**src/rtl/dsc_pkg.sv**
```systemverilog
package dsc_pkg;

  // ==========================================================
  // Register map (byte addresses on the Avalon-MM slave)
  // ==========================================================
  localparam logic [3:0] REG_CTRL = 4'h0;
  localparam logic [3:0] REG_STATUS = 4'h4;
  localparam logic [3:0] REG_LASTCMD = 4'h8;
  localparam logic [3:0] REG_ERRCNT = 4'hC;
  localparam logic [31:0] RD_ZERO = 32'h0000_0000;
  localparam int CTRL_EN_BIT = 0;
  localparam logic CTRL_EN_RST = 1'b1;
  localparam int ST_INIT_BIT = 4;
  localparam int ST_GATE_BIT = 5;
  localparam int ST_NV_BIT = 6;
  localparam int ST_PREPROG_BIT = 7;
  localparam int ST_DOWN_BIT = 8;
  localparam int ST_AUX_BIT = 9;
  localparam int ST_NVMDONE_BIT = 10;
  localparam int ST_DIR_LSB = 12;
  localparam int ST_LVL_LSB = 16;
  localparam int LC_DATA_LSB = 4;
  localparam int LC_LONG_BIT = 12;
  localparam int EC_LEN_LSB = 8;

  // ==========================================================
  // Word format
  // ==========================================================
  localparam logic [4:0] SHORT_BITS = 5'h0C;
  localparam logic [4:0] LONG_BITS = 5'h14;
  localparam logic [3:0] CRC_SEED = 4'hA;
  localparam logic [3:0] CRC_POLY = 4'h3;
  localparam logic [3:0] ADDR_ZERO = 4'h0;
  localparam logic [3:0] NVM_MARK = 4'hF;

  // ==========================================================
  // Command codes
  // ==========================================================
  localparam logic [3:0] CMD_INIT = 4'h0;
  localparam logic [3:0] CMD_STATUS = 4'h1;
  localparam logic [3:0] CMD_VAL0 = 4'h2;
  localparam logic [3:0] CMD_IOCTL = 4'h3;
  localparam logic [3:0] CMD_ID = 4'h4;
  localparam logic [3:0] CMD_VAL1 = 4'h5;
  localparam logic [3:0] CMD_VAL2 = 4'h6;
  localparam logic [3:0] CMD_CLEAR = 4'h7;
  localparam logic [3:0] CMD_VAL3 = 4'h8;
  localparam logic [3:0] CMD_NVM = 4'h9;
  localparam logic [3:0] CMD_AUX_CLR = 4'hC;
  localparam logic [3:0] CMD_AUX_SET = 4'hD;
  localparam logic [3:0] CMD_REVINIT = 4'hF;

  // ==========================================================
  // Timing
  // ==========================================================
  localparam int CLK_MHZ = 200;
  localparam int TIMEOUT_US = 500;
  localparam int TIMEOUT_CYC = TIMEOUT_US * CLK_MHZ;
  localparam int BIT_CNT_W = 16;

  typedef enum logic [1:0] {
    LVL_IDLE = 2'h0,
    LVL_HIGH = 2'h1,
    LVL_LOW = 2'h2
  } dsc_lvl_type;

  typedef enum logic [1:0] {
    S_IDLE = 2'h0,
    S_START = 2'h1,
    S_LOW = 2'h3,
    S_HIGH = 2'h2
  } dsc_fsm_type;

endpackage : dsc_pkg

```
**src/rtl/dsc_slave_decoder.sv**
```systemverilog
// Overview of operation
// - Classify each bus pin as idle, high or low; accept either pin alone.
// - Flag whether incoming signaling sits on the downstream pin.
// - Reverse init runs only uninitialized and with downstream signaling.
// - A word starts on idle to high to low; each bit low, high, low.
// - A bit is one when its high part outlasts its low part.
// - High straight to idle after the last bit ends the word.
// - CRC is computed over received words per the bus standard.
// - A CRC mismatch means no action and no response.
// - Words of other than 12 or 20 bits are discarded.
// - Runtime-programmable device powers up at address zero, gate open.
// - Init on upstream pin adopts address; closes gate at end if close bit set, or store bit set when unprogrammed.
// - Pre-programmed device keeps stored address; init must match it.
// - Init to address zero with store enable loads address, closes gate.
// - NVM command matching target and address register stores address.
// - Decode 4-bit command code; short and long commands accepted.
// - Short commands are also accepted in long format.
// - I/O control: upper nibble levels, lower nibble directions.
// - Init-type commands carry the new address in the low nibble.
// - Chain gate close bit set to one closes the gate.
// - Group bits of init-type commands are ignored.
// - Permanent programming only when store enable bit is one.
// - Response follows in the next message, same word length.
// - Once initialized, ignore init until clear or power-up.
// - Reset itself when the bus stays out of idle too long.
// - Every command ends with a 4-bit CRC checked by the device.
//
// The Avalon-MM slave port and the register offsets were decided locally.
module dsc_slave_decoder #(
  parameter int TIMEOUT_CYC = dsc_pkg::TIMEOUT_CYC,
  parameter int CNT_W = dsc_pkg::BIT_CNT_W
) (
  input wire logic mclk_in,
  input wire logic rst_in,
  input wire logic [3:0] avs_address_in,
  input wire logic avs_read_in,
  input wire logic avs_write_in,
  input wire logic [31:0] avs_writedata_in,
  input wire logic [3:0] avs_byteenable_in,
  output logic [31:0] avs_readdata_out,
  output logic avs_waitrequest_out,
  input wire logic bus_upstream_pin_idle_cmp_in,
  input wire logic bus_upstream_pin_high_cmp_in,
  input wire logic bus_downstream_pin_idle_cmp_in,
  input wire logic bus_downstream_pin_high_cmp_in,
  input wire logic nvm_programmed_in,
  input wire logic [3:0] nvm_address_in,
  output logic nvm_write_out,
  output logic [3:0] nvm_wdata_out,
  output logic chain_pass_gate_out,
  output logic aux_drive_output_out,
  output logic [3:0] pin_direction_bits_out,
  output logic [3:0] aux_output_level_out,
  output logic downstream_active_out,
  output logic cmd_valid_out,
  output logic [3:0] cmd_code_out,
  output logic [7:0] cmd_data_out,
  output logic cmd_long_word_out
);
  import dsc_pkg::*;

  localparam int TO_W = $clog2(TIMEOUT_CYC + 1);
  localparam logic [TO_W-1:0] TO_LAST = TO_W'(TIMEOUT_CYC - 1);
  localparam logic [CNT_W-1:0] CNT_MAX = {CNT_W{1'b1}};

  typedef struct packed {
    dsc_fsm_type fsm;
    logic [CNT_W-1:0] low_cnt;
    logic [CNT_W-1:0] high_cnt;
    logic [4:0] nbits;
    logic overlong;
    logic [19:0] shreg;
    logic word_end;
    logic from_down;
    logic booted;
    logic preprog;
    logic initialized;
    logic [3:0] addr;
    logic gate;
    logic nv;
    logic nvm_done;
    logic [3:0] io_dir;
    logic [3:0] io_lvl;
    logic aux_out;
    logic nvm_wr;
    logic [3:0] nvm_data;
    logic cmd_valid;
    logic [3:0] cmd_code;
    logic [7:0] cmd_data;
    logic cmd_long;
    logic [TO_W-1:0] to_cnt;
    logic waitreq;
    logic [31:0] rdata;
    logic enable;
    logic [7:0] crc_errs;
    logic [7:0] len_errs;
  } dsc_state_type;

  dsc_state_type st_r;
  dsc_state_type st_nxt;
  dsc_lvl_type up_lvl;
  dsc_lvl_type dn_lvl;
  dsc_lvl_type bus_lvl;
  logic len_ok;
  logic is_long;
  logic crc_ok;
  logic [3:0] w_code;
  logic [3:0] w_addr;
  logic [7:0] w_data;

  // ==========================================================
  // Helpers
  // ==========================================================
  function automatic dsc_lvl_type lvl_of(input logic idle_cmp,
                                         input logic high_cmp);
    if (idle_cmp)
      return LVL_IDLE;
    else if (high_cmp)
      return LVL_HIGH;
    else
      return LVL_LOW;
  endfunction : lvl_of

  // Serial CRC, MSB first; short words cover address and command only
  function automatic logic [3:0] crc4(input logic [15:0] d,
                                      input logic lng);
    logic [3:0] c;
    logic fb;
    c = CRC_SEED;
    for (int i = 15; i >= 0; i--)
    begin
      if (lng || i < 8)
      begin
        fb = c[3] ^ d[i];
        c = {c[2:0], 1'b0} ^ (fb ? CRC_POLY : 4'h0);
      end
    end
    return c;
  endfunction : crc4

  function automatic logic [31:0] reg_read(input logic [3:0] a,
                                           input dsc_state_type s);
    logic [31:0] v;
    v = RD_ZERO;
    case (a)
      REG_CTRL: v[CTRL_EN_BIT] = s.enable;
      REG_STATUS:
      begin
        v[3:0] = s.addr;
        v[ST_INIT_BIT] = s.initialized;
        v[ST_GATE_BIT] = s.gate;
        v[ST_NV_BIT] = s.nv;
        v[ST_PREPROG_BIT] = s.preprog;
        v[ST_DOWN_BIT] = s.from_down;
        v[ST_AUX_BIT] = s.aux_out;
        v[ST_NVMDONE_BIT] = s.nvm_done;
        v[ST_DIR_LSB +: 4] = s.io_dir;
        v[ST_LVL_LSB +: 4] = s.io_lvl;
      end
      REG_LASTCMD:
      begin
        v[3:0] = s.cmd_code;
        v[LC_DATA_LSB +: 8] = s.cmd_data;
        v[LC_LONG_BIT] = s.cmd_long;
      end
      REG_ERRCNT:
      begin
        v[7:0] = s.crc_errs;
        v[EC_LEN_LSB +: 8] = s.len_errs;
      end
      default: v = RD_ZERO;
    endcase
    return v;
  endfunction : reg_read

  // ==========================================================
  // Level sensing
  // ==========================================================
  // pin classification
  assign up_lvl = lvl_of(bus_upstream_pin_idle_cmp_in,
                         bus_upstream_pin_high_cmp_in);
  assign dn_lvl = lvl_of(bus_downstream_pin_idle_cmp_in,
                         bus_downstream_pin_high_cmp_in);
  // Upstream wins when both pins carry signaling
  assign bus_lvl = (up_lvl != LVL_IDLE) ? up_lvl : dn_lvl;

  // ==========================================================
  // Word checks
  // ==========================================================
  assign is_long = (st_r.nbits == LONG_BITS);
  assign len_ok = !st_r.overlong &&
                  (st_r.nbits == SHORT_BITS || is_long);
  assign crc_ok = (crc4(is_long ? st_r.shreg[19:4]
                                : {8'h00, st_r.shreg[11:4]}, is_long)
                   == st_r.shreg[3:0]);
  assign w_code = st_r.shreg[7:4];
  assign w_addr = st_r.shreg[11:8];
  assign w_data = is_long ? st_r.shreg[19:12] : 8'h00;

  // ==========================================================
  // Next state
  // ==========================================================
  always_comb
  begin
    logic bit_val;
    logic accept;
    bit_val = 1'b0;
    accept = 1'b0;
    st_nxt = st_r;
    st_nxt.word_end = 1'b0;
    st_nxt.cmd_valid = 1'b0;
    st_nxt.nvm_wr = 1'b0;

    // Slave: one wait cycle, answer on the following edge
    st_nxt.waitreq = 1'b1;
    if ((avs_read_in || avs_write_in) && st_r.waitreq)
    begin
      st_nxt.waitreq = 1'b0;
      st_nxt.rdata = reg_read(avs_address_in, st_r);
    end
    if (avs_write_in && !st_r.waitreq)
    begin
      if (avs_address_in == REG_CTRL && avs_byteenable_in[0])
        st_nxt.enable = avs_writedata_in[CTRL_EN_BIT];
      if (avs_address_in == REG_ERRCNT)
      begin
        st_nxt.crc_errs = 8'h00;
        st_nxt.len_errs = 8'h00;
      end
    end

    // address taken after reset from stored value, or zero when unprogrammed
    if (!st_r.booted)
    begin
      st_nxt.booted = 1'b1;
      st_nxt.preprog = nvm_programmed_in;
      st_nxt.nvm_done = nvm_programmed_in;
      st_nxt.addr = nvm_programmed_in ? nvm_address_in : ADDR_ZERO;
    end

    case (st_r.fsm)
      S_IDLE:
        if (st_r.enable && bus_lvl == LVL_HIGH)
          st_nxt.fsm = S_START;
      S_START:
        if (bus_lvl == LVL_LOW)
        begin
          st_nxt.fsm = S_LOW;
          st_nxt.low_cnt = '0;
          st_nxt.high_cnt = '0;
          st_nxt.nbits = 5'h00;
          st_nxt.overlong = 1'b0;
          st_nxt.shreg = 20'h0_0000;
          st_nxt.from_down = (up_lvl == LVL_IDLE);
        end
        else if (bus_lvl == LVL_IDLE)
          st_nxt.fsm = S_IDLE;
      S_LOW:
        if (bus_lvl == LVL_HIGH)
          st_nxt.fsm = S_HIGH;
        else if (bus_lvl == LVL_IDLE)
          st_nxt.fsm = S_IDLE;
        else if (st_r.low_cnt != CNT_MAX)
          st_nxt.low_cnt = st_r.low_cnt + 1'b1;
      S_HIGH:
      begin
        bit_val = (st_r.high_cnt > st_r.low_cnt);
        if (bus_lvl == LVL_HIGH)
        begin
          if (st_r.high_cnt != CNT_MAX)
            st_nxt.high_cnt = st_r.high_cnt + 1'b1;
        end
        else
        begin
          st_nxt.shreg = {st_r.shreg[18:0], bit_val};
          if (st_r.nbits == LONG_BITS)
            st_nxt.overlong = 1'b1;
          else
            st_nxt.nbits = st_r.nbits + 1'b1;
          st_nxt.low_cnt = '0;
          st_nxt.high_cnt = '0;
          if (bus_lvl == LVL_IDLE)
          begin
            st_nxt.fsm = S_IDLE;
            st_nxt.word_end = 1'b1;
          end
          else
            st_nxt.fsm = S_LOW;
        end
      end
      default: st_nxt.fsm = S_IDLE;
    endcase

    // Command execution, one cycle after the word ends
    if (st_r.word_end)
    begin
      // bad words leave no trace but the error counters
      if (!len_ok)
        st_nxt.len_errs = st_r.len_errs + 8'h01;
      else if (!crc_ok)
        st_nxt.crc_errs = st_r.crc_errs + 8'h01;
      else
      begin
        case (w_code)
          CMD_INIT, CMD_REVINIT:
            if (is_long && !st_r.initialized &&
                (st_r.from_down == (w_code == CMD_REVINIT)))
            begin
              // pre-programmed devices must be named exactly
              if (st_r.preprog)
                accept = (w_addr == st_r.addr);
              else
              begin
                accept = (w_addr == ADDR_ZERO);
                if (accept)
                  st_nxt.addr = w_data[3:0];
              end
              if (accept)
              begin
                st_nxt.initialized = 1'b1;
                st_nxt.nv = w_data[7];
                if (w_data[6] || (w_data[7] && !st_r.preprog))
                  st_nxt.gate = 1'b1;
              end
            end
          default:
            // other commands need our own address
            if (st_r.initialized && w_addr == st_r.addr)
              case (w_code)
                CMD_IOCTL:
                  if (is_long)
                  begin
                    st_nxt.io_lvl = w_data[7:4];
                    st_nxt.io_dir = w_data[3:0];
                    accept = 1'b1;
                  end
                CMD_NVM:
                  if (is_long)
                  begin
                    accept = 1'b1;
                    if (st_r.nv && !st_r.nvm_done &&
                        w_data[7:4] == NVM_MARK &&
                        w_data[3:0] == w_addr)
                    begin
                      st_nxt.nvm_wr = 1'b1;
                      st_nxt.nvm_data = w_addr;
                      st_nxt.nvm_done = 1'b1;
                    end
                  end
                CMD_CLEAR:
                begin
                  st_nxt.initialized = 1'b0;
                  st_nxt.io_dir = 4'h0;
                  st_nxt.io_lvl = 4'h0;
                  st_nxt.aux_out = 1'b0;
                end
                CMD_STATUS, CMD_VAL0, CMD_VAL1, CMD_VAL2, CMD_VAL3,
                CMD_ID:
                  accept = 1'b1;
                CMD_AUX_CLR, CMD_AUX_SET:
                begin
                  st_nxt.aux_out = (w_code == CMD_AUX_SET);
                  accept = 1'b1;
                end
                default: accept = 1'b0;
              endcase
        endcase
        // the encoder answers next message at this length
        if (accept)
        begin
          st_nxt.cmd_valid = 1'b1;
          st_nxt.cmd_code = w_code;
          st_nxt.cmd_data = w_data;
          st_nxt.cmd_long = is_long;
        end
      end
    end

    // watchdog on time spent out of idle
    if (bus_lvl == LVL_IDLE)
      st_nxt.to_cnt = '0;
    else if (st_r.to_cnt == TO_LAST)
    begin
      st_nxt.to_cnt = '0;
      st_nxt.fsm = S_IDLE;
      st_nxt.booted = 1'b0;
      st_nxt.initialized = 1'b0;
      st_nxt.gate = 1'b0;
      st_nxt.nv = 1'b0;
      st_nxt.io_dir = 4'h0;
      st_nxt.io_lvl = 4'h0;
      st_nxt.aux_out = 1'b0;
      st_nxt.word_end = 1'b0;
      st_nxt.cmd_valid = 1'b0;
      st_nxt.nvm_wr = 1'b0;
    end
    else
      st_nxt.to_cnt = st_r.to_cnt + 1'b1;
  end

  // ==========================================================
  // State register
  // ==========================================================
  always_ff @(posedge mclk_in or posedge rst_in)
  begin
    if (rst_in)
    begin
      st_r <= '0;
      st_r.fsm <= S_IDLE;
      st_r.waitreq <= 1'b1;
      st_r.enable <= CTRL_EN_RST;
    end
    else
      st_r <= st_nxt;
  end

  assign avs_readdata_out = st_r.rdata;
  assign avs_waitrequest_out = st_r.waitreq;
  assign nvm_write_out = st_r.nvm_wr;
  assign nvm_wdata_out = st_r.nvm_data;
  assign chain_pass_gate_out = st_r.gate;
  assign aux_drive_output_out = st_r.aux_out;
  assign pin_direction_bits_out = st_r.io_dir;
  assign aux_output_level_out = st_r.io_lvl;
  assign downstream_active_out = st_r.from_down;
  assign cmd_valid_out = st_r.cmd_valid;
  assign cmd_code_out = st_r.cmd_code;
  assign cmd_data_out = st_r.cmd_data;
  assign cmd_long_word_out = st_r.cmd_long;
endmodule : dsc_slave_decoder

```
**config.mk**
```make
export PLATFORM = sky130hd
export DESIGN_NAME = dsc_slave_decoder
export DESIGN_NICKNAME = d
export VERILOG_FILES = /design/src/rtl/dsc_pkg.sv /design/src/rtl/dsc_slave_decoder.sv
export SDC_FILE = /design/constraint.sdc
export NUM_CORES = 1
export LEC_CHECK = 0
export BUFFER_PORTS_ARGS = -buffer_cell sky130_fd_sc_hd__clkbuf_2
export CAP_MARGIN = 20
export CORE_MARGIN = 2
export CORE_UTILIZATION = 50
export DETAILED_ROUTE_END_ITERATION = 12
export PLACE_DENSITY = 0.75
export SETUP_SLACK_MARGIN = 0.1
export SYNTH_ARGS = -nofsm -noshare
export SYNTH_HDL_FRONTEND = slang
export SYNTH_SLANG_ARGS = --single-unit
```
**constraint.sdc**
```tcl
create_clock -name mclk_in -period 5.34 [get_ports mclk_in]
set_clock_uncertainty 0.15 [all_clocks]
set_input_delay 0.534 -clock mclk_in [delete_from_list [all_inputs] [get_ports mclk_in]]
set_output_delay 0.534 -clock mclk_in [all_outputs]
set_load 0.05 [all_outputs]
```
==> results of run 1 <==
==> critical path, stage by stage (launching register included) <==
cell and delay [ns]:
dfrtp_1 0.42, inv_1 0.08, ha_1 0.18, and4b_1 0.55, nand2_1 0.17, mux2i_4 0.21, xnor3_2 0.40, mux2i_4 0.24
nor3_2 0.21, nand2_1 0.43, mux2_1 0.48
==> cell type report <==
type / instances / area (sq um) / share of cell area, %
inverter: 27 / 106 / 1.12
timing repair buffer: 81 / 465 / 4.91
clock buffer: 18 / 439 / 4.63
sequential: 155 / 3880 / 40.9
tap: 225 / 282 / 2.97
multi-input combinational: 636 / 4150 / 43.8
clock inverter: 14 / 159 / 1.68
==> timing repair <==
item                                    4_1_cts  5_1_grt
endpoints found under the hold margin         0        9
hold buffers                                  0        1
endpoints found under the setup margin        0        0
==> flip-flops by register name (all words and copies together) (netlist names) <==
signal / flops
aux_drive_output_out: 1
aux_output_level_out: 4
avs_readdata_out: 20
avs_waitrequest_out: 1
chain_pass_gate_out: 1
cmd_code_out: 4
cmd_data_out: 8
cmd_long_word_out: 1
cmd_valid_out: 1
downstream_active_out: 1
nvm_wdata_out: 4
nvm_write_out: 1
pin_direction_bits_out: 4
st_r: 104
==> logic make-up after synthesis <==
family	count (synthesis)	synth area share (%)
AND/OR/NAND/NOR	318	17.9
AO/OA/AOI/OAI	193	14.1
flip-flops	155	44.3
buffers and inverters	131	8.82
XOR/XNOR	58	6.94
multiplexers	32	4.57
adder cells (fa/ha/maj)	23	3.28
other	1	0.0428
==> path summary, 6_finish.rpt <==
path                       slack, ns  cells after the start                   to                      startpoint
min                             0.19                      2             st_r[54]  bus_downstream_pin_idle_cmp_in
min in group asynchronous       0.39                      3             st_r[66]                          rst_in
max in group asynchronous       3.37                      5            st_r[120]                          rst_in
max                             1.69                     10      cmd_code_out[3]                       st_r[128]
max reg2reg                     1.69                     10      cmd_code_out[3]                       st_r[128]
min reg2reg                     0.33                      2  avs_readdata_out[0]             avs_readdata_out[0]
==> power groups by stage <==
stage,clock [mW],combinational (mW),sequential (mW)
2_1_floorplan,0,0.601,1.42
3_3_place_gp,0,0.694,1.47
3_5_place_dp,0,0.720,1.48
4_1_cts,1.24,0.724,1.46
5_1_grt,1.29,0.816,1.48
6_report,1.22,0.726,1.46
==> metrics by stage <==
stage / setup slack, ns / hold WS (ns) / utilization, % / area (sq um)
after floorplan: 0.481 / 0.293 / - / 8800
after global placement: 1.76 / 0.312 / 51.3 / 8830
after detailed placement: 1.70 / 0.319 / 51.3 / 8830
after CTS: 1.68 / 0.175 / 54.7 / 9430
after global routing: 1.45 / 0.192 / 55.0 / 9490
final: 1.69 / 0.189 / 55.0 / 9490
==> routing by layer <==
layer	up-vias	global-route usage [%]
met5	-	0
met4	0	7.93
met3	25	3.28
met2	171	34.0
met1	3199	29.5
li1	3137	-
==> cells in the final DEF (no fill, tap or decap), types with 13 or more instances in the layout <==
master / netlist / layout
xnor2_1: 25 / 25
dfrtp_1: 153 / 153
and3_1: 18 / 18
nand2b_1: 13 / 13
xor2_1: 26 / 26
nand3_1: 34 / 34
mux2_2: 20 / 20
a22o_1: 33 / 33
nand4_1: 20 / 20
nor2_1: 75 / 75
a21oi_1: 26 / 26
inv_1: 27 / 26
ha_1: 23 / 23
a22oi_1: 16 / 16
clkbuf_16: 0 / 17
clkbuf_2: 1 / 69
nand2_1: 94 / 94
o21ai_0: 83 / 83
==> Yosys cell counts (3+ instances only) <==
cell type / number
nand4_1: 20
o21ai_1: 7
mux2i_4: 3
dfrtp_1: 153
buf_2: 7
mux2i_1: 4
o31ai_1: 4
buf_6: 5
xor2_1: 26
nor2b_1: 12
inv_1: 27
a21oi_1: 26
nand3_1: 34
or3_1: 5
or4_1: 3
a22o_1: 33
o21ai_0: 83
xnor2_1: 25
nand2b_1: 13
xnor3_2: 4
nand2_1: 94
nor3_1: 11
mux2_2: 20
ha_1: 23
clkbuf_1: 30
and3_1: 18
a21o_1: 3
nor2_1: 75
nor4b_1: 3
a22oi_1: 16
buf_4: 58
nor4_1: 10
a32oi_1: 3
and2_1: 5
mux2_1: 4
a31oi_1: 4
==> out/metrics.cfg, run 1 <==
[placement]
dp_hpwl_um=13100
io_buffers=69
dp_cells=1121
gp_congestion=0.854

[timing]
finalCritPeriodShare_pct=68.3
rsz0062_at_grt=false
hold_viol_final=0
period_needed_ns=3.65
slew-limit-headroom_pct=45.5
drv_slew=0
fmax_mhz=274
final.setup.tns_ns=0
worst_pin_slew_ns=0.811
setup_violations=0

[power_and_ir_drop]
comb_power_share_pct=21.3
clkPwrFrac_pct=35.8
p_int_mw=2.28
switching_share_pct=33.0
power.density_nw_per_um2=359
ir_drop_uv=279
p_leak_nw=4.37
p_total_mw=3.41
p_seq_share_pct=42.9
p_sw_mw=1.12

[global_routing]
grt_max_degree=112
grt_use_total_pct=21.3
antenna_found_initial=0
overflow=0
grt_pass1_vias=6167
grt_pass1_wl_um=31200

[synth]
synth-seq-cells=155
yosysTopAreaCell=dfrtp_1
netlist_top_cells_area=dfrtp_1, buf_4, o21ai_0
synth.top_cell.area_share_pct=43.7
ys_warn_count=0
synth_area_sq_um=8760
synth.distinct_cells=70
synth-main-ff-cell=dfrtp_1
synthCells=911
synth-async-reset-ratio_pct=100
syn_avg_cell_area_sq_um=9.62
synth_edf_count=0
yosysSeqAreaShare_pct=44.3

[clock_network]
clkTransAtPathRegs_ns=0.06
htreeDepth=4
cts_tree=yes
clock_latency_ns=0.43
clock-sinks=155
postCtsSetupRepairBufs=0
ctsResizeCount=0
cts_buffer_depth=2
clockRootBuffer=clkbuf_16
cts_made_buffers=17

[detailed_routing]
met3WireLength_um=882
drc=0
vias=6532
routedWlPerCell_um=16.2
via_per_inst=5.65
route.met2.wl_um=8880
highest_layer=met4
wl_um=18800
antenna_left=0
firstDrtPassIters=5
drt_first_iter_violations=435
wl_met1_um=8720

[worst_setup_path]
cp.required_ns=5.50
end_kind=register
critPathLaunchType=register
critPathKind=register to register
arrival_ns=3.81
critPathMaxFanout=21

[floorplanning]
dieArea_sq_um=18600
start_util_pct=50.8
core_sq_um=17200
rows=48
dieHeight_um=136
chipWidth_um=136
ioPinCount=116

[cells_and_area]
final_layout_size_suffix_gt1_share_pct=16.9
synthToLayoutAreaGrowth_pct=8.25
fillers=1488
antenna-diode-count=0
instances_no_fill=1156
fin_nets=994

[run]
drv_cap=0

[outcome]
status=complete, no violations

[hold_path]
hold_path.class=input port to register

Note: power is estimated with default switching activity, not from simulation.
==> inputs of run 2 (changes only) <==
==> constraint.sdc (replaced) <==
create_clock -name mclk_in -period 3.4 [get_ports mclk_in]
set_clock_uncertainty 0.15 [all_clocks]
set_input_delay 0.34 -clock mclk_in [delete_from_list [all_inputs] [get_ports mclk_in]]
set_output_delay 0.34 -clock mclk_in [all_outputs]
set_load 0.05 [all_outputs]
==> out/metrics.cfg, run 2 (synthesis results as in run 1) <==
[outcome]
status=complete, no violations

[worst_setup_path]
critPathLaunch=st_r[128]
critPathMaxFanout=6  ; -71%
critPathKind=register to register
arrival_ns=3.28  ; -0.53 ns
r2r_start=st_r[128]
reg2reg_depth=10  ; unchanged
critPathLaunchType=register
reg2reg_slack_ns=0.27  ; -1.42 ns
end_kind=register
reg2reg_to=nvm_wdata_out[1]
cp.required_ns=3.56  ; -1.94 ns

[cells_and_area]
fin_nets=1011  ; +1.7%
max_flop_register=st_r
synthToLayoutAreaGrowth_pct=9.62
final_layout_size_suffix_gt1_share_pct=18.4  ; +1.5 points
design_area_sq_um=9610  ; +1.3%
fillers=1494  ; +0.40%
layout_commonest_cell=dfrtp_1
largest_reg_flops=104  ; unchanged
layout_common_cells=dfrtp_1, nand2_1, o21ai_0
antenna-diode-count=0  ; unchanged

[power_and_ir_drop]
p_total_mw=5.35  ; +57%
p_leak_nw=4.45  ; +1.9%
comb_power_share_pct=21.7  ; +0.4 points
p_sw_mw=1.77  ; +57%
power.density_nw_per_um2=557  ; +55%
switching_share_pct=33.1  ; +0.083 points
p_int_mw=3.58  ; +57%
clkPwrFrac_pct=35.6  ; -0.2 points
ir_drop_uv=392  ; +41%
p_seq_share_pct=42.7  ; -0.2 points

[floorplanning]
dieArea_sq_um=18600  ; unchanged
start_util_pct=50.8  ; unchanged
ioPinCount=116  ; unchanged
core_sq_um=17200  ; unchanged
chipWidth_um=136  ; unchanged
rows=48  ; unchanged
dieHeight_um=136  ; unchanged

[clock_network]
cts_buffer_depth=2  ; unchanged
cts_tree=yes
clock_latency_ns=0.43  ; about the same
cts_made_buffers=17  ; unchanged
clkTransAtPathRegs_ns=0.06  ; about the same
clockRootBuffer=clkbuf_16
clock-sinks=155  ; unchanged
htreeDepth=4  ; unchanged

[hold_path]
hp-start=nvm_address_in[2]
hold_path.class=input port to register
hold_depth=3  ; +1
hold_end=st_r[100]

[timing]
final.setup.tns_ns=0  ; unchanged
drv_slew=0  ; unchanged
period_needed_ns=3.13  ; -0.520 ns
setup_violations=0  ; unchanged
fmax_mhz=320  ; +17%
worst_pin_slew_ns=0.919  ; +0.107 ns
finalCritPeriodShare_pct=92.0  ; +24 points
slew-limit-headroom_pct=38.1  ; -7.4 points
hold_viol_final=0  ; unchanged
rsz0062_at_grt=true

[detailed_routing]
routedWlPerCell_um=16.1  ; -0.91%
antenna_left=0  ; unchanged
firstDrtPassIters=5  ; unchanged
wl_um=18900  ; +0.54%
drt_first_iter_violations=518  ; +19%
vias=6604  ; +1.1%
via_per_inst=5.63  ; -0.36%
drc=0  ; unchanged

[global_routing]
overflow=0  ; unchanged
grt_use_total_pct=21.7  ; +0.36 points
grt_pass1_wl_um=31800  ; +1.9%
antenna_found_initial=1  ; +1
grt_max_degree=75  ; -33%
grt_pass1_vias=6337  ; +2.8%

[placement]
gp_congestion=0.864  ; +1.3%
dpl_cell_area_sq_um=8970  ; +1.6%
io_buffers=69  ; unchanged
dp_hpwl_um=13400  ; +2.4%

[run]
drv_cap=0  ; unchanged

## run 2: cell types whose count changed in the layout (fill, tap and decap cells not counted), moves of 2 or more
cell,previous run,this run
buf_4,9,25
dlygate4sd3_1,1,3
inv_6,5,2
inv_8,0,2
## run 2: worst max path at each step
stage | endpoint | slack (ns)
3_5_place_dp | cmd_code_out[0] | 0.18
6_report | nvm_wdata_out[1] | 0.27
5_1_grt | aux_output_level_out[1] | 0.1
3_3_place_gp | cmd_code_out[3] | 0.31
2_1_floorplan | aux_output_level_out[2] | 0.56
4_1_cts | cmd_code_out[0] | 0.16
## run 2: final cells by class
type,instances,area [sq um],share of cell area [%]
clock buffers,18,429,4.47
repair buffers,98,583,6.07
clock inverters,14,163,1.69
multi-input cells,636,4160,43.3
inverters,27,105,1.09
well taps,225,282,2.93
flip-flops and latches,155,3880,40.4
## run 2: timing repair
item,in CTS,in global routing
endpoints found under the hold margin,23,0
resized for setup,0,3
setup endpoints to repair,0,18
setup buffers,0,0
hold buffers,3,0
## run 2: metrics by stage
stage / utilization [%] / hold WS, ns / std cells / worst slack [ns]
3_3_place_gp: 52.1 / 0.251 / 1138 / 0.305
3_5_place_dp: 52.1 / 0.249 / 1138 / 0.179
2_1_floorplan: - / 0.277 / 922 / 0.564
4_1_cts: 55.7 / 0.0690 / 1173 / 0.164
5_1_grt: 55.7 / 0.0752 / 1173 / 0.0988
6_report: 55.7 / 0.0768 / 1173 / 0.272
## run 2: metal layers
metal  wire (um)  global-route usage, %  vias up
li1            -                      -     3184
met1        8660                   29.7     3223
met2        9010                   35.0      172
met3         909                   4.14       25
met4         292                   6.77        0
met5           0                      0        -
## run 2: worst max-delay path, cell delays in order (launching register included)
cell,delay [ns]
dfrtp_1,0.43
inv_1,0.08
ha_1,0.18
nand4b_1,0.15
or2_1,0.29
mux2i_4,0.18
xnor3_2,0.39
mux2i_4,0.25
nor3_2,0.26
nand3_1,0.29
mux2_2,0.36
## run 2: power by group through the flow
stage / registers [mW] / clock network, mW / logic [mW]
2_1_floorplan: 2.23 / 0 / 0.944
3_3_place_gp: 2.30 / 0 / 1.12
3_5_place_dp: 2.31 / 0 / 1.15
4_1_cts: 2.28 / 1.94 / 1.17
5_1_grt: 2.31 / 2.02 / 1.30
6_report: 2.28 / 1.90 / 1.16
==> inputs of run 3 (changes only) <==
==> constraint.sdc (replaced) <==
create_clock -name mclk_in -period 3.4 [get_ports mclk_in]
set_clock_uncertainty 0.15 [all_clocks]
set_input_delay 0.17 -clock mclk_in [delete_from_list [all_inputs] [get_ports mclk_in]]
set_output_delay 0.17 -clock mclk_in [all_outputs]
set_load 0.05 [all_outputs]
==> out/metrics.cfg, run 3 (synthesis results as in run 1) <==
[worst_setup_path]
end_kind=register
r2r_start=st_r[128]
cp.required_ns=3.55  ; about the same
critPathLaunch=st_r[128]
path_cells=inv_1 > ha_1 > nand4b_1 > or2_1 > mux2i_4 > xnor3_2 > mux2i_4 > nor3_4 > buf_4 > nand2_1 > nor4_2
critPathLaunchType=register
arrival_ns=3.30  ; +0.02 ns
critPathMaxFanout=7  ; +1
max_stage_delay_ns=0.43  ; about the same
critPathKind=register to register
crit_top_cell=mux2i_4
cp_slowest_cell=dfrtp_1

[detailed_routing]
via_per_inst=5.57  ; -1.1%
antenna_left=0  ; unchanged
vias=6612  ; +0.12%
drc=0  ; unchanged
wl_um=18900  ; +0.41%
firstDrtPassIters=7  ; +2
routedWlPerCell_um=16.0  ; -0.77%
drt_first_iter_violations=445  ; -14%

[clock_network]
clkTransAtPathRegs_ns=0.07  ; about the same
clock_latency_ns=0.42  ; about the same
cts_made_buffers=17  ; unchanged
cts_tree=yes
clockRootBuffer=clkbuf_16
cts_buffer_depth=2  ; unchanged
htreeDepth=4  ; unchanged
clock-sinks=155  ; unchanged

[cells_and_area]
design_area_sq_um=9720  ; +1.2%
layout_common_cells=dfrtp_1, nand2_1, o21ai_0
final_layout_size_suffix_gt1_share_pct=18.2  ; -0.16 points
fin_nets=1025  ; +1.4%
largest_reg_flops=104  ; unchanged
max_flop_register=st_r
layout_commonest_cell=dfrtp_1
antenna-diode-count=0  ; unchanged
synthToLayoutAreaGrowth_pct=11.0

[global_routing]
overflow=0  ; unchanged
grt_max_degree=42  ; -44%
grt_pass1_wl_um=31300  ; -1.3%
grt_pass1_vias=6209  ; -2.0%
antenna_found_initial=0  ; -1
grt_use_total_pct=21.4  ; -0.28 points

[power_and_ir_drop]
p_int_mw=3.55  ; -0.69%
clkPwrFrac_pct=34.8  ; -0.8 points
power.density_nw_per_um2=547  ; -1.7%
p_total_mw=5.32  ; -0.46%
p_leak_nw=4.50  ; +1.2%
p_sw_mw=1.77  ; about the same
ir_drop_uv=402  ; +2.6%
switching_share_pct=33.2  ; +0.15 points
p_seq_share_pct=42.9  ; +0.2 points
comb_power_share_pct=22.3  ; +0.6 points

[placement]
dpl_worst_slack_ns=0.237  ; +0.0588 ns
dp_hpwl_um=13500  ; +0.47%
io_buffers=69  ; unchanged
dpl_cell_area_sq_um=8950  ; -0.22%
gp_congestion=0.860  ; -0.53%

[run]
drv_cap=0  ; unchanged

[floorplanning]
ioPinCount=116  ; unchanged
dieArea_sq_um=18600  ; unchanged
start_util_pct=50.8  ; unchanged
chipWidth_um=136  ; unchanged
rows=48  ; unchanged
dieHeight_um=136  ; unchanged
core_sq_um=17200  ; unchanged

[timing]
slew-limit-headroom_pct=41.6  ; +3.5 points
final.setup.tns_ns=0  ; unchanged
period_needed_ns=3.15  ; +0.0195 ns
hold_viol_final=0  ; unchanged
finalCritPeriodShare_pct=92.6  ; +0.57 points
fin_ws_ns=0.253  ; -0.0195 ns
setup_violations=0  ; unchanged
rsz0062_at_grt=true
fmax_mhz=318  ; -0.62%
worst_pin_slew_ns=0.874  ; -0.0450 ns
drv_slew=0  ; unchanged

[hold_path]
hold_path.class=input port to register
hp-start=avs_address_in[1]

[outcome]
status=complete, no violations

run 3: power by group through the flow:
stage	clock [mW]	sequential (mW)	combinational (mW)
after floorplan	0	2.23	0.944
after global placement	0	2.30	1.13
after global routing	1.96	2.31	1.32
after CTS	1.89	2.28	1.19
after detailed placement	0	2.31	1.16
final	1.85	2.28	1.19
run 3: path summary, 6_finish.rpt:
path	slack (ns)	end	cells past startpoint
worst max-delay path	0.25	nvm_write_out	11
worst min-delay path	0.03	avs_readdata_out[11]	4
worst max register to register	0.25	nvm_write_out	11
worst min register to register	0.33	st_r[7]	1
max in group asynchronous	1.85	nvm_wdata_out[0]	4
min in group asynchronous	0.31	st_r[10]	3
run 3: final cells by class:
cell class / count / area, sq um
Clock buffer: 19 / 443
Clock inverter: 13 / 130
Fill cell: 1479 / 7510
Inverter: 27 / 105
Multi-Input combinational cell: 636 / 4170
Sequential cell: 155 / 3880
Tap cell: 225 / 282
Timing Repair Buffer: 112 / 716
run 3: what timing repair did:
action                                  CTS  global route
endpoints found under the hold margin    45             3
endpoints found under the setup margin    0            10
resized for setup                         0             3
setup buffers                             0             1
hold buffers                             14             2
run 3: worst max-delay path: cells and delay by family, from the launching register on:
kind                       cells  cell delay [ns]
and+or+nand+nor                5             1.16
DFF                            1             0.43
muxes                          2             0.43
xor gates and xnor gates       1             0.39
buffers and inverters          2             0.25
adders and majority gates      1             0.19
run 3: through the flow:
stage	instances	hold WS [ns]	util, %
after global routing	1187	0.0759	56.4
after global placement	1137	0.223	51.9
final	1187	0.0288	56.4
after detailed placement	1137	0.237	51.9
after floorplan	922	0.107	-
after CTS	1183	0.00554	56.1
run 3: routing by layer:
| layer | part of all wire [%] | wire [um] | global-route usage, % |
|---|---|---|---|
| met1 | 46 | 8790 | 29.2 |
| met2 | 48 | 9010 | 34.7 |
| met3 | 4.6 | 876 | 4.18 |
| met4 | 1.4 | 267 | 6.48 |
| met5 | 0 | 0 | 0 |
